[src/verilog/dcec_defs.svh]
/*
 * offsets, field positions, reset values for the dma channel event control.
 * assumes inclusion by bare name from the design files only.
 */
`ifndef DCEC_DEFS_SVH
`define DCEC_DEFS_SVH

`define DCEC_OFF_EVENT_CONTROL 4'h0
`define DCEC_OFF_STATUS 4'h1
`define DCEC_OFF_IRQ_STATUS 4'h2
`define DCEC_OFF_IRQ_CLEAR 4'h3
`define DCEC_OFF_IRQ_ENABLE 4'h4

`define DCEC_ABORT_SEL_HI 23
`define DCEC_ABORT_SEL_LO 16
`define DCEC_START_SEL_HI 15
`define DCEC_START_SEL_LO 8
`define DCEC_BIT_FORCE 7
`define DCEC_BIT_SW_ABORT 6
`define DCEC_BIT_PAT_EN 5
`define DCEC_BIT_START_EN 4
`define DCEC_BIT_ABORT_EN 3

`define DCEC_SEL_RESET 8'hFF
`define DCEC_EN_RESET 1'h0

`define DCEC_EV_START 0
`define DCEC_EV_ABORT 1
`define DCEC_EV_PATTERN 2
`define DCEC_EV_WIDTH 3

`endif

[src/verilog/dcec_pkg.sv]
/*
 * types shared by the dma channel event control files.
 * assumes nothing beyond a systemverilog compiler.
 */
package dcec_pkg;
    typedef struct packed {
        logic [7:0] abort_request_select;
        logic [7:0] start_request_select;
        logic pattern_abort_enable;
        logic start_request_enable;
        logic abort_request_enable;
    } dcec_ctrl_s;

    typedef struct packed {
        logic start;
        logic abort;
        logic disable_channel;
    } dcec_cmd_s;

    typedef enum logic [1:0] {
        DCEC_IDLE,
        DCEC_BUSY
    } dcec_state_e;
endpackage

[src/verilog/dcec_irq_match.sv]
/*
 * irq match: flags whether the selected request line fires this cycle.
 * assumes irq lines already synchronised to clk.
 */
`timescale 1ns/1ps
module dcec_irq_match #(
    parameter int NUM_IRQ = 256
) (
    input wire logic [NUM_IRQ-1:0] irq,
    input wire logic [7:0] sel,
    input wire logic enable,
    output logic hit
);
    wire selected_line;

    // selector beyond the line count never matches
    assign selected_line = (32'(sel) < NUM_IRQ) ? irq[sel] : 1'b0;
    assign hit = enable & selected_line;
endmodule

[src/verilog/dcec_event_control.sv]
/*
 * dma channel event control: start/abort triggers for one dma channel.
 * assumes irq lines from another domain, engine on clk, simple reg port.
 */
`timescale 1ns/1ps
`include "dcec_defs.svh"
module dcec_event_control #(
    parameter int NUM_IRQ = 256
) (
    input wire logic clk,
    input wire logic rst,
    input wire logic [NUM_IRQ-1:0] irq_lines,
    input wire logic pattern_match,
    input wire logic channel_enable,
    input wire logic transfer_done,
    input wire logic [3:0] reg_addr,
    input wire logic [31:0] reg_wdata,
    input wire logic reg_write,
    input wire logic reg_read,
    output logic [31:0] reg_rdata,
    output logic start_transfer,
    output logic abort_transfer,
    output logic clear_channel_enable,
    output logic transfer_active,
    output logic channel_abort_flag,
    output logic irq
);
    dcec_pkg::dcec_ctrl_s ctrl_r;
    dcec_pkg::dcec_cmd_s cmd_r;
    dcec_pkg::dcec_state_e state_r;
    dcec_pkg::dcec_state_e state_nxt;
    logic [NUM_IRQ-1:0] irq_meta_r;
    logic [NUM_IRQ-1:0] irq_sync_r;
    logic [NUM_IRQ-1:0] irq_prev_r;
    logic [1:0] pat_sync_r;
    logic abort_flag_r;
    logic [`DCEC_EV_WIDTH-1:0] ev_status_r;
    logic [`DCEC_EV_WIDTH-1:0] ev_enable_r;
    logic [31:0] rdata_r;

    function automatic logic is_wr(input logic [3:0] a, input logic [3:0] o,
                                   input logic w);
        return w && (a == o);
    endfunction

    // edge-detect irqs so a held line triggers once
    wire [NUM_IRQ-1:0] irq_rise = irq_sync_r & ~irq_prev_r;
    wire start_hit;
    wire abort_hit;

    dcec_irq_match #(.NUM_IRQ(NUM_IRQ)) u_start_match (
        .irq(irq_rise),
        .sel(ctrl_r.start_request_select),
        .enable(ctrl_r.start_request_enable),
        .hit(start_hit)
    );

    dcec_irq_match #(.NUM_IRQ(NUM_IRQ)) u_abort_match (
        .irq(irq_rise),
        .sel(ctrl_r.abort_request_select),
        .enable(ctrl_r.abort_request_enable),
        .hit(abort_hit)
    );

    wire ctrl_wr = is_wr(reg_addr, `DCEC_OFF_EVENT_CONTROL, reg_write);
    wire clr_wr = is_wr(reg_addr, `DCEC_OFF_IRQ_CLEAR, reg_write);
    wire en_wr = is_wr(reg_addr, `DCEC_OFF_IRQ_ENABLE, reg_write);
    wire force_req = ctrl_wr & reg_wdata[`DCEC_BIT_FORCE];
    wire sw_abort_req = ctrl_wr & reg_wdata[`DCEC_BIT_SW_ABORT];
    wire pat_hit = ctrl_r.pattern_abort_enable & pat_sync_r[1];
    wire pat_abort = pat_hit & (state_r == dcec_pkg::DCEC_BUSY);
    wire any_abort = abort_hit | sw_abort_req | pat_abort;
    wire any_start = start_hit | force_req;
    // abort wins a tie; starting is suppressed the same cycle
    wire do_start = any_start & ~any_abort & channel_enable;
    wire do_abort = any_abort & (state_r == dcec_pkg::DCEC_BUSY);
    wire [`DCEC_EV_WIDTH-1:0] ev_set;

    assign ev_set[`DCEC_EV_START] = do_start;
    assign ev_set[`DCEC_EV_ABORT] = abort_hit;
    assign ev_set[`DCEC_EV_PATTERN] = pat_hit;

    always_comb begin
        state_nxt = state_r;
        case (state_r)
            dcec_pkg::DCEC_IDLE: begin
                if (do_start) begin
                    state_nxt = dcec_pkg::DCEC_BUSY;
                end
            end
            dcec_pkg::DCEC_BUSY: begin
                // a fresh start beside done keeps the channel busy
                if ((any_abort || transfer_done || !channel_enable)
                    && !do_start) begin
                    state_nxt = dcec_pkg::DCEC_IDLE;
                end
            end
            default: state_nxt = dcec_pkg::DCEC_IDLE;
        endcase
    end

    always_ff @(posedge clk or posedge rst) begin
        if (rst) begin
            irq_meta_r <= '0;
            irq_sync_r <= '0;
            irq_prev_r <= '0;
            pat_sync_r <= 2'h0;
        end else begin
            irq_meta_r <= irq_lines;
            irq_sync_r <= irq_meta_r;
            irq_prev_r <= irq_sync_r;
            pat_sync_r <= {pat_sync_r[0], pattern_match};
        end
    end

    always_ff @(posedge clk or posedge rst) begin
        if (rst) begin
            ctrl_r.abort_request_select <= `DCEC_SEL_RESET;
            ctrl_r.start_request_select <= `DCEC_SEL_RESET;
            ctrl_r.pattern_abort_enable <= `DCEC_EN_RESET;
            ctrl_r.start_request_enable <= `DCEC_EN_RESET;
            ctrl_r.abort_request_enable <= `DCEC_EN_RESET;
        end else if (ctrl_wr) begin
            // only implemented fields are stored
            ctrl_r.abort_request_select <=
                reg_wdata[`DCEC_ABORT_SEL_HI:`DCEC_ABORT_SEL_LO];
            ctrl_r.start_request_select <=
                reg_wdata[`DCEC_START_SEL_HI:`DCEC_START_SEL_LO];
            ctrl_r.pattern_abort_enable <= reg_wdata[`DCEC_BIT_PAT_EN];
            ctrl_r.start_request_enable <= reg_wdata[`DCEC_BIT_START_EN];
            ctrl_r.abort_request_enable <= reg_wdata[`DCEC_BIT_ABORT_EN];
        end
    end

    always_ff @(posedge clk or posedge rst) begin
        if (rst) begin
            state_r <= dcec_pkg::DCEC_IDLE;
            cmd_r <= '0;
        end else begin
            state_r <= state_nxt;
            cmd_r.start <= do_start;
            cmd_r.abort <= do_abort;
            cmd_r.disable_channel <= pat_hit;
        end
    end

    // abort flag: set by irq abort, cleared through the irq clear register
    always_ff @(posedge clk or posedge rst) begin
        if (rst) begin
            abort_flag_r <= 1'b0;
        end else if (abort_hit) begin
            abort_flag_r <= 1'b1;
        end else if (clr_wr && reg_wdata[`DCEC_EV_ABORT]) begin
            abort_flag_r <= 1'b0;
        end
    end

    // sticky events: set beats clear in the same cycle
    always_ff @(posedge clk or posedge rst) begin
        if (rst) begin
            ev_status_r <= '0;
            ev_enable_r <= '0;
        end else begin
            ev_status_r <= ev_set |
                (ev_status_r & ~(clr_wr ? reg_wdata[`DCEC_EV_WIDTH-1:0] : '0));
            if (en_wr) begin
                ev_enable_r <= reg_wdata[`DCEC_EV_WIDTH-1:0];
            end
        end
    end

    wire [31:0] ctrl_view;
    wire [31:0] status_view;
    wire [31:0] read_mux;

    // force and abort bits are one-shot, never stored
    assign ctrl_view = {8'h00,
                        ctrl_r.abort_request_select,
                        ctrl_r.start_request_select,
                        1'b0,
                        1'b0,
                        ctrl_r.pattern_abort_enable,
                        ctrl_r.start_request_enable,
                        ctrl_r.abort_request_enable,
                        3'h0};
    assign status_view = {30'h0, abort_flag_r,
                          state_r == dcec_pkg::DCEC_BUSY};
    assign read_mux =
        (reg_addr == `DCEC_OFF_EVENT_CONTROL) ? ctrl_view :
        (reg_addr == `DCEC_OFF_STATUS) ? status_view :
        (reg_addr == `DCEC_OFF_IRQ_STATUS) ?
            {{(32-`DCEC_EV_WIDTH){1'b0}}, ev_status_r} :
        (reg_addr == `DCEC_OFF_IRQ_ENABLE) ?
            {{(32-`DCEC_EV_WIDTH){1'b0}}, ev_enable_r} :
        32'h0000_0000;

    always_ff @(posedge clk or posedge rst) begin
        if (rst) begin
            rdata_r <= 32'h0000_0000;
        end else if (reg_read) begin
            rdata_r <= read_mux;
        end else begin
            rdata_r <= 32'h0000_0000;
        end
    end

    assign reg_rdata = rdata_r;
    assign start_transfer = cmd_r.start;
    assign abort_transfer = cmd_r.abort;
    assign clear_channel_enable = cmd_r.disable_channel;
    assign transfer_active = (state_r == dcec_pkg::DCEC_BUSY);
    assign channel_abort_flag = abort_flag_r;
    assign irq = |(ev_status_r & ev_enable_r);
endmodule

[config.mk]
export PLATFORM = sky130hd
export DESIGN_NAME = dcec_event_control
export DESIGN_NICKNAME = d
export VERILOG_FILES = /design/src/verilog/dcec_pkg.sv /design/src/verilog/dcec_irq_match.sv /design/src/verilog/dcec_event_control.sv
export VERILOG_INCLUDE_DIRS = /design/src /design/src/verilog
export SDC_FILE = /design/constraint.sdc
export NUM_CORES = 1
export LEC_CHECK = 0
export BUFFER_PORTS_ARGS = -buffer_cell sky130_fd_sc_hd__buf_2
export CORE_AREA = 2 2 232 234
export DETAILED_ROUTE_END_ITERATION = 10
export DIE_AREA = 0 0 234 236
export PLACE_DENSITY = 0.73
export SETUP_SLACK_MARGIN = 0.5
export SLEW_MARGIN = 20
export SYNTH_ARGS = -nofsm -noshare
export SYNTH_HDL_FRONTEND = slang
export SYNTH_SLANG_ARGS = --single-unit
[constraint.sdc]
create_clock -name clk -period 53.3 [get_ports clk]
set_input_delay 0 -clock clk [delete_from_list [all_inputs] [get_ports clk]]
set_output_delay 0 -clock clk [all_outputs]
set_load 0.05 [all_outputs]
Word-level counts from Yosys, hierarchy flattened
Cells that the tools add are included.

cells by class
  $lt $le $gt $ge = 2
  equality and inequality tests = 7
  muxes and demuxes = 15
  bitwise operators = 19
  reductions and logical operators = 14

operators with widths
  kind                                                                          number
  256-bit bitwise AND                                                           1
  256-bit inverter                                                              1
  24-bit two-way mux                                                            2
  8-bit by 9-bit less-than comparator with 1-bit output, second input constant  2
  1-bit binary-select mux with 8-bit select                                     2
  3-bit two-way mux                                                             4
  1-bit bitwise AND                                                             9
  4-bit by 2-bit == test with 1-bit output, second input constant               2
  3-bit bitwise AND                                                             2
  1-bit logical AND                                                             5
  4-bit by 1-bit == test with 1-bit output, second input constant               1
  4-bit by 3-bit == test with 1-bit output, second input constant               1
  4-bit logical NOT                                                             1
  1-bit two-way mux                                                             4
  2-bit two-way mux                                                             2
  2-bit one-hot mux with 2 select lines                                         1
  3-bit inverter                                                                1
  1-bit OR                                                                      3
  3-bit OR                                                                      1
  3-bit OR reduction                                                            1
  2-bit by 1-bit == test with 1-bit output, second input constant               1
  1-bit logical NOT                                                             2
  2-bit logical NOT                                                             1
  1-bit logical OR                                                              2
  other kinds (5)                                                               5

word-level totals
  register bits after elaboration = 833
  input port bits = 299
  output and inout port bits = 38

Depth between registers and ports, before layout
  depth in word-level cells = 14
  gate-level depth with buffers = 12

Cells and area by module
Synthesis repeated with hierarchy kept, for this count alone.

second synthesis, totals
  cells, all modules = 1591
  area, all modules = 27799.2 µm²

by module, submodules not included
  module              times used  cells an instance  area each (µm²)  seq. area each (µm²)
  dcec_event_control  1           1175               23004.6          20589.7
  dcec_irq_match      2           208                2397.3           0.0

Worst setup path before layout
OpenSTA, ideal clock, no wires.

  kind = reg2reg
  start = reg ctrl_r[12] (netlist bit)
  end = reg ev_status_r[0]
  library setup time = 0.095 ns
  data arrival time = 2.443 ns
  path slack = 50.762 ns
  cell stages (with the launch flop) = 12
  path buffers = 3
  period minus slack after synthesis = 2.538 ns
  cell sequence = dfstp_2 buf_4 inv_2 buf_4 buf_4 and3_1 o21ai_0 a221oi_1 a221oi_1 a211oi_1 o41a_2 o31ai_1

between the ends
  longest elaborated chain between the ends = 9

ends and longest elaborated chain
  item                                       line                       text
  start, declared                            dcec_event_control.sv:28   dcec_pkg::dcec_ctrl_s ctrl_r;
  1-bit binary-select mux with 8-bit select  dcec_irq_match.sv:17       assign selected_line = (32'(sel) < NUM_IRQ) ? irq[sel] : 1'b0;
  1-bit two-way mux (implied by the code)    dcec_irq_match.sv:17
  1-bit bitwise AND                          dcec_irq_match.sv:18       assign hit = enable & selected_line;
  1-bit OR (2 in a row)                      dcec_event_control.sv:72   wire any_abort = abort_hit | sw_abort_req | pat_abort;
  1-bit inverter                             dcec_event_control.sv:75   wire do_start = any_start & ~any_abort & channel_enable;
  1-bit bitwise AND (2 in a row)             dcec_event_control.sv:75
  3-bit OR                                   dcec_event_control.sv:164  ev_status_r <= ev_set |
  end signal, assigned                       dcec_event_control.sv:164
  end, declared                              dcec_event_control.sv:37   logic [`DCEC_EV_WIDTH-1:0] ev_status_r;

Every way passes these cells. The select of a mux whose other input is x is not followed.
A chain may end at the register's enable or synchronous reset.

Worst setup path in the final report
  start = reg ctrl_r[11] (netlist bit)
  end = reg ev_status_r[0]

Same word-level chain as after synthesis.

==> flow_summary.ini <==
[cts]
clock_tree.htree_level_count = 3
cts_bufs_inserted = 80
worstSkewPairLatency_ps = 630
cts_root_buf = sky130_fd_sc_hd__clkbuf_16
clk_pin_slew_ps = 70
clockBufferDepth = 3
tritoncts = built
cts_sinks = 822
ctsResizeCount = 0

[pwr]
leakage_nw = 16.0
vdd.ir_drop.worst_mv = 0.0376
cellPowerDensity_nw_per_um2 = 41.2

[routing]
route.final.wire_length_um = 76100
drt-wirelength-per-cell_um = 23.8
dr.first_iter.drc_count = 1195
dr.pass1.iters = 5
drc = 0
drtAntennaViolNets = 0
avgViaCountPerCell = 5.42
num_vias = 17280

[sta]
timing.final.setup_violations = 0
period_share_pct = 8.61
maxClockFrequency_mhz = 218
clock_skew_ps = 20.8
worst_slew_margin_rel_pct = 36.5
fin_crit_ps = 4590
hold_violations_final = 0
finalSetupTns_ps = 0
worst_pin_slew_ps = 953
final-max-slew-violation-count = 0
rsz0062_at_grt = false

[synthesis]
yosysTopAreaCellShare_pct = 73.1
ys_top_cells_by_count = sky130_fd_sc_hd__dfrtp_1, sky130_fd_sc_hd__nand2b_1, sky130_fd_sc_hd__nor3b_1
yosysTopAreaCell = sky130_fd_sc_hd__dfrtp_1
synth.avg_cell_area_sq_um = 16.3
synthCells = 1696
ys.warnings.count = 0
post-synth-top-count-cell = sky130_fd_sc_hd__dfrtp_1
netlist_top_cells_area = sky130_fd_sc_hd__dfrtp_1, sky130_fd_sc_hd__mux4_2, sky130_fd_sc_hd__nand2b_1
synth-edff-count = 0
ys_dominant_reg_cell = sky130_fd_sc_hd__dfrtp_1
ys_seq_elements = 822
synth-seq-area-share_pct = 74.6
postSynth.asyncResetShare_pct = 100
syn-cell-area_sq_um = 27600
post_synth_num_cell_types = 64

[setup_path]
critical-path-max-stage-delay_ps = 870
worst_ep_required_time_ps = 53850
critPathSlowestCell = sky130_fd_sc_hd__dfstp_4
timing.critical_path.to_type = flip-flop
timing_worst_setup_path_type = flip-flop to flip-flop
path_cells = inv_2, buf_4, nor2_2, o211ai_1, a41o_1, a221oi_1, a211oi_1, o41a_2, o31ai_1, dlygate4sd3_1
cp.arrival_ps = 5150
cp_num_buf_inv = 3
cp-start-kind = flip-flop
critical-path-top-delay-family = compound AO/OA/AOI/OAI gates
max_fo_critical_path = 36

[layout]
area_delta_synth_final_pct = 32.2
post_route_cells_drive_above_1_share_pct = 24.3
fillerInstances = 3277
post_layout_instance_area_sq_um = 36500
final_nets = 2733

[grt]
grt.busiest_layer = met2
grt_start_max_net_pins = 167
grtUsageMet1_pct = 36.7
initial_antenna_violation_count = 2
grtUsageMet3_pct = 4.10
global_route_usage_over_all_layers_pct = 28.6
grtUsageMet2_pct = 48.9
first_global_vias = 19238
globalRoute.totalOverflow = 0
grt_first_pass_wirelength_um = 116000

[run]
drv.max_cap_violation_count = 0

[run_status]
status = complete, no violations

[die]
floorplan.core_area_sq_um = 53100
floorplan.initialDensity_pct = 52.0
die_h_um = 236
floorplan.die_area_sq_um = 55200
io_pins = 337
fp.dieW_um = 234
rows = 85

[placed_design]
placement.io_buffers = 318
routabilityCongestion = 0.869
post_dp_cell_area_sq_um = 29800
dp_hpwl_um = 41700

[min_path]
worst_hold_path_type = input pin to flip-flop
## sequential cells by signal, summed over array words and instances, names as in the netlist
register              count
irq_meta_r              256
irq_prev_r              256
irq_sync_r              256
reg_rdata                22
ctrl_r                   19
ev_enable_r               3
ev_status_r               3
pat_sync_r                2
abort_transfer            1
channel_abort_flag        1
clear_channel_enable      1
start_transfer            1
state_r                   1
## cell type report
cell class                      count  area [sq um]  area share [%]
Antenna cell                        1          2.50         0.00686
Clock buffer                      109          2300            6.32
Clock inverter                     33           464            1.27
Inverter                           41           161           0.443
Multi-Input combinational cell    764          6440            17.7
Sequential cell                   822         20600            56.5
Tap cell                          696           871            2.39
Timing Repair Buffer              725          5630            15.4
## logic make-up after synthesis
group / after synthesis / share of synthesized area (%)
other: 1 / 0.0136
multiplexers: 113 / 8.03
buffers and inverters: 119 / 2.20
AO/OA/AOI/OAI: 208 / 5.24
flip-flops: 822 / 74.6
AND/OR/NAND/NOR: 433 / 9.89
## worst register-to-register path, cell delays in order, from the launching register on
cell,delay (ps)
sky130_fd_sc_hd__dfstp_4,870
sky130_fd_sc_hd__inv_2,340
sky130_fd_sc_hd__buf_4,370
sky130_fd_sc_hd__nor2_2,450
sky130_fd_sc_hd__o211ai_1,190
sky130_fd_sc_hd__a41o_1,300
sky130_fd_sc_hd__a221oi_1,350
sky130_fd_sc_hd__a211oi_1,170
sky130_fd_sc_hd__o41a_2,630
sky130_fd_sc_hd__o31ai_1,270
sky130_fd_sc_hd__dlygate4sd3_1,580
## repair_timing
item,in CTS,in global routing
endpoints found under the hold margin,419,0
endpoints found under the setup margin,0,0
hold buffers,385,0
setup buffers,0,0
## where the power goes
group | switching [mW] | leakage [nW] | internal (mW)
logic | 0.123 | 5.03 | 0.0922
registers | 0.0288 | 9.61 | 0.662
clock network | 0.244 | 1.36 | 0.353
## stage by stage
stage	utilization [%]	power (mW)	hold slack, ps	instances	worst slack [ps]
6_report	68.7	1.50	14.5	3191	48710
5_1_grt	68.7	1.56	5.60	3191	48540
4_1_cts	68.7	1.50	0.00461	3190	48710
3_5_place_dp	56.2	0.890	109	2663	48840
3_3_place_gp	56.2	0.885	108	2663	48970
2_1_floorplan	-	0.818	31.4	1705	30240
## cell usage in the layout (no fill, tap or decap), drive strengths merged, types with 6 or more instances in the layout
cell / synthesis / final
mux4: 85 / 85
and3: 6 / 6
mux2: 17 / 17
nor2b: 48 / 48
nor3b: 96 / 96
dfrtp: 806 / 806
dlygate4sd3: 0 / 385
o311ai: 12 / 12
nand2: 33 / 33
nand3b: 21 / 21
mux2i: 11 / 11
clkbuf: 15 / 109
bufinv: 0 / 10
inv: 40 / 45
a21oi: 58 / 58
nor3: 9 / 9
a311oi: 6 / 6
a211oi: 26 / 26
buf: 63 / 340
clkinv: 1 / 16
nand3: 8 / 8
a31oi: 27 / 27
dfstp: 16 / 16
a211o: 8 / 8
nor4: 7 / 7
and2: 22 / 22
o21ai: 12 / 12
o2111ai: 7 / 7
nor2: 19 / 19
nand2b: 146 / 146
or2: 7 / 7
conb: 1 / 10
a22oi: 7 / 7
o211ai: 9 / 9
## final timing paths
kind	from	end	depth (start not counted)	slack, ps
setup / recovery	ctrl_r[11]	ev_status_r[0]	10	48710
hold / removal	irq_lines[234]	irq_meta_r[234]	2	10
setup reg to reg	ctrl_r[11]	ev_status_r[0]	10	48710
hold reg to reg	irq_meta_r[77]	irq_sync_r[77]	0	340
max in group asynchronous	rst	irq_meta_r[250]	7	49700
min in group asynchronous	rst	irq_meta_r[191]	3	130
## metal layers
metal,up-vias,part of all wire (%)
met5,-,0
met4,0,4.0
met3,173,5.0
met2,655,52
met1,9029,39
li1,7423,-
(Power assumes the default switching activity.)
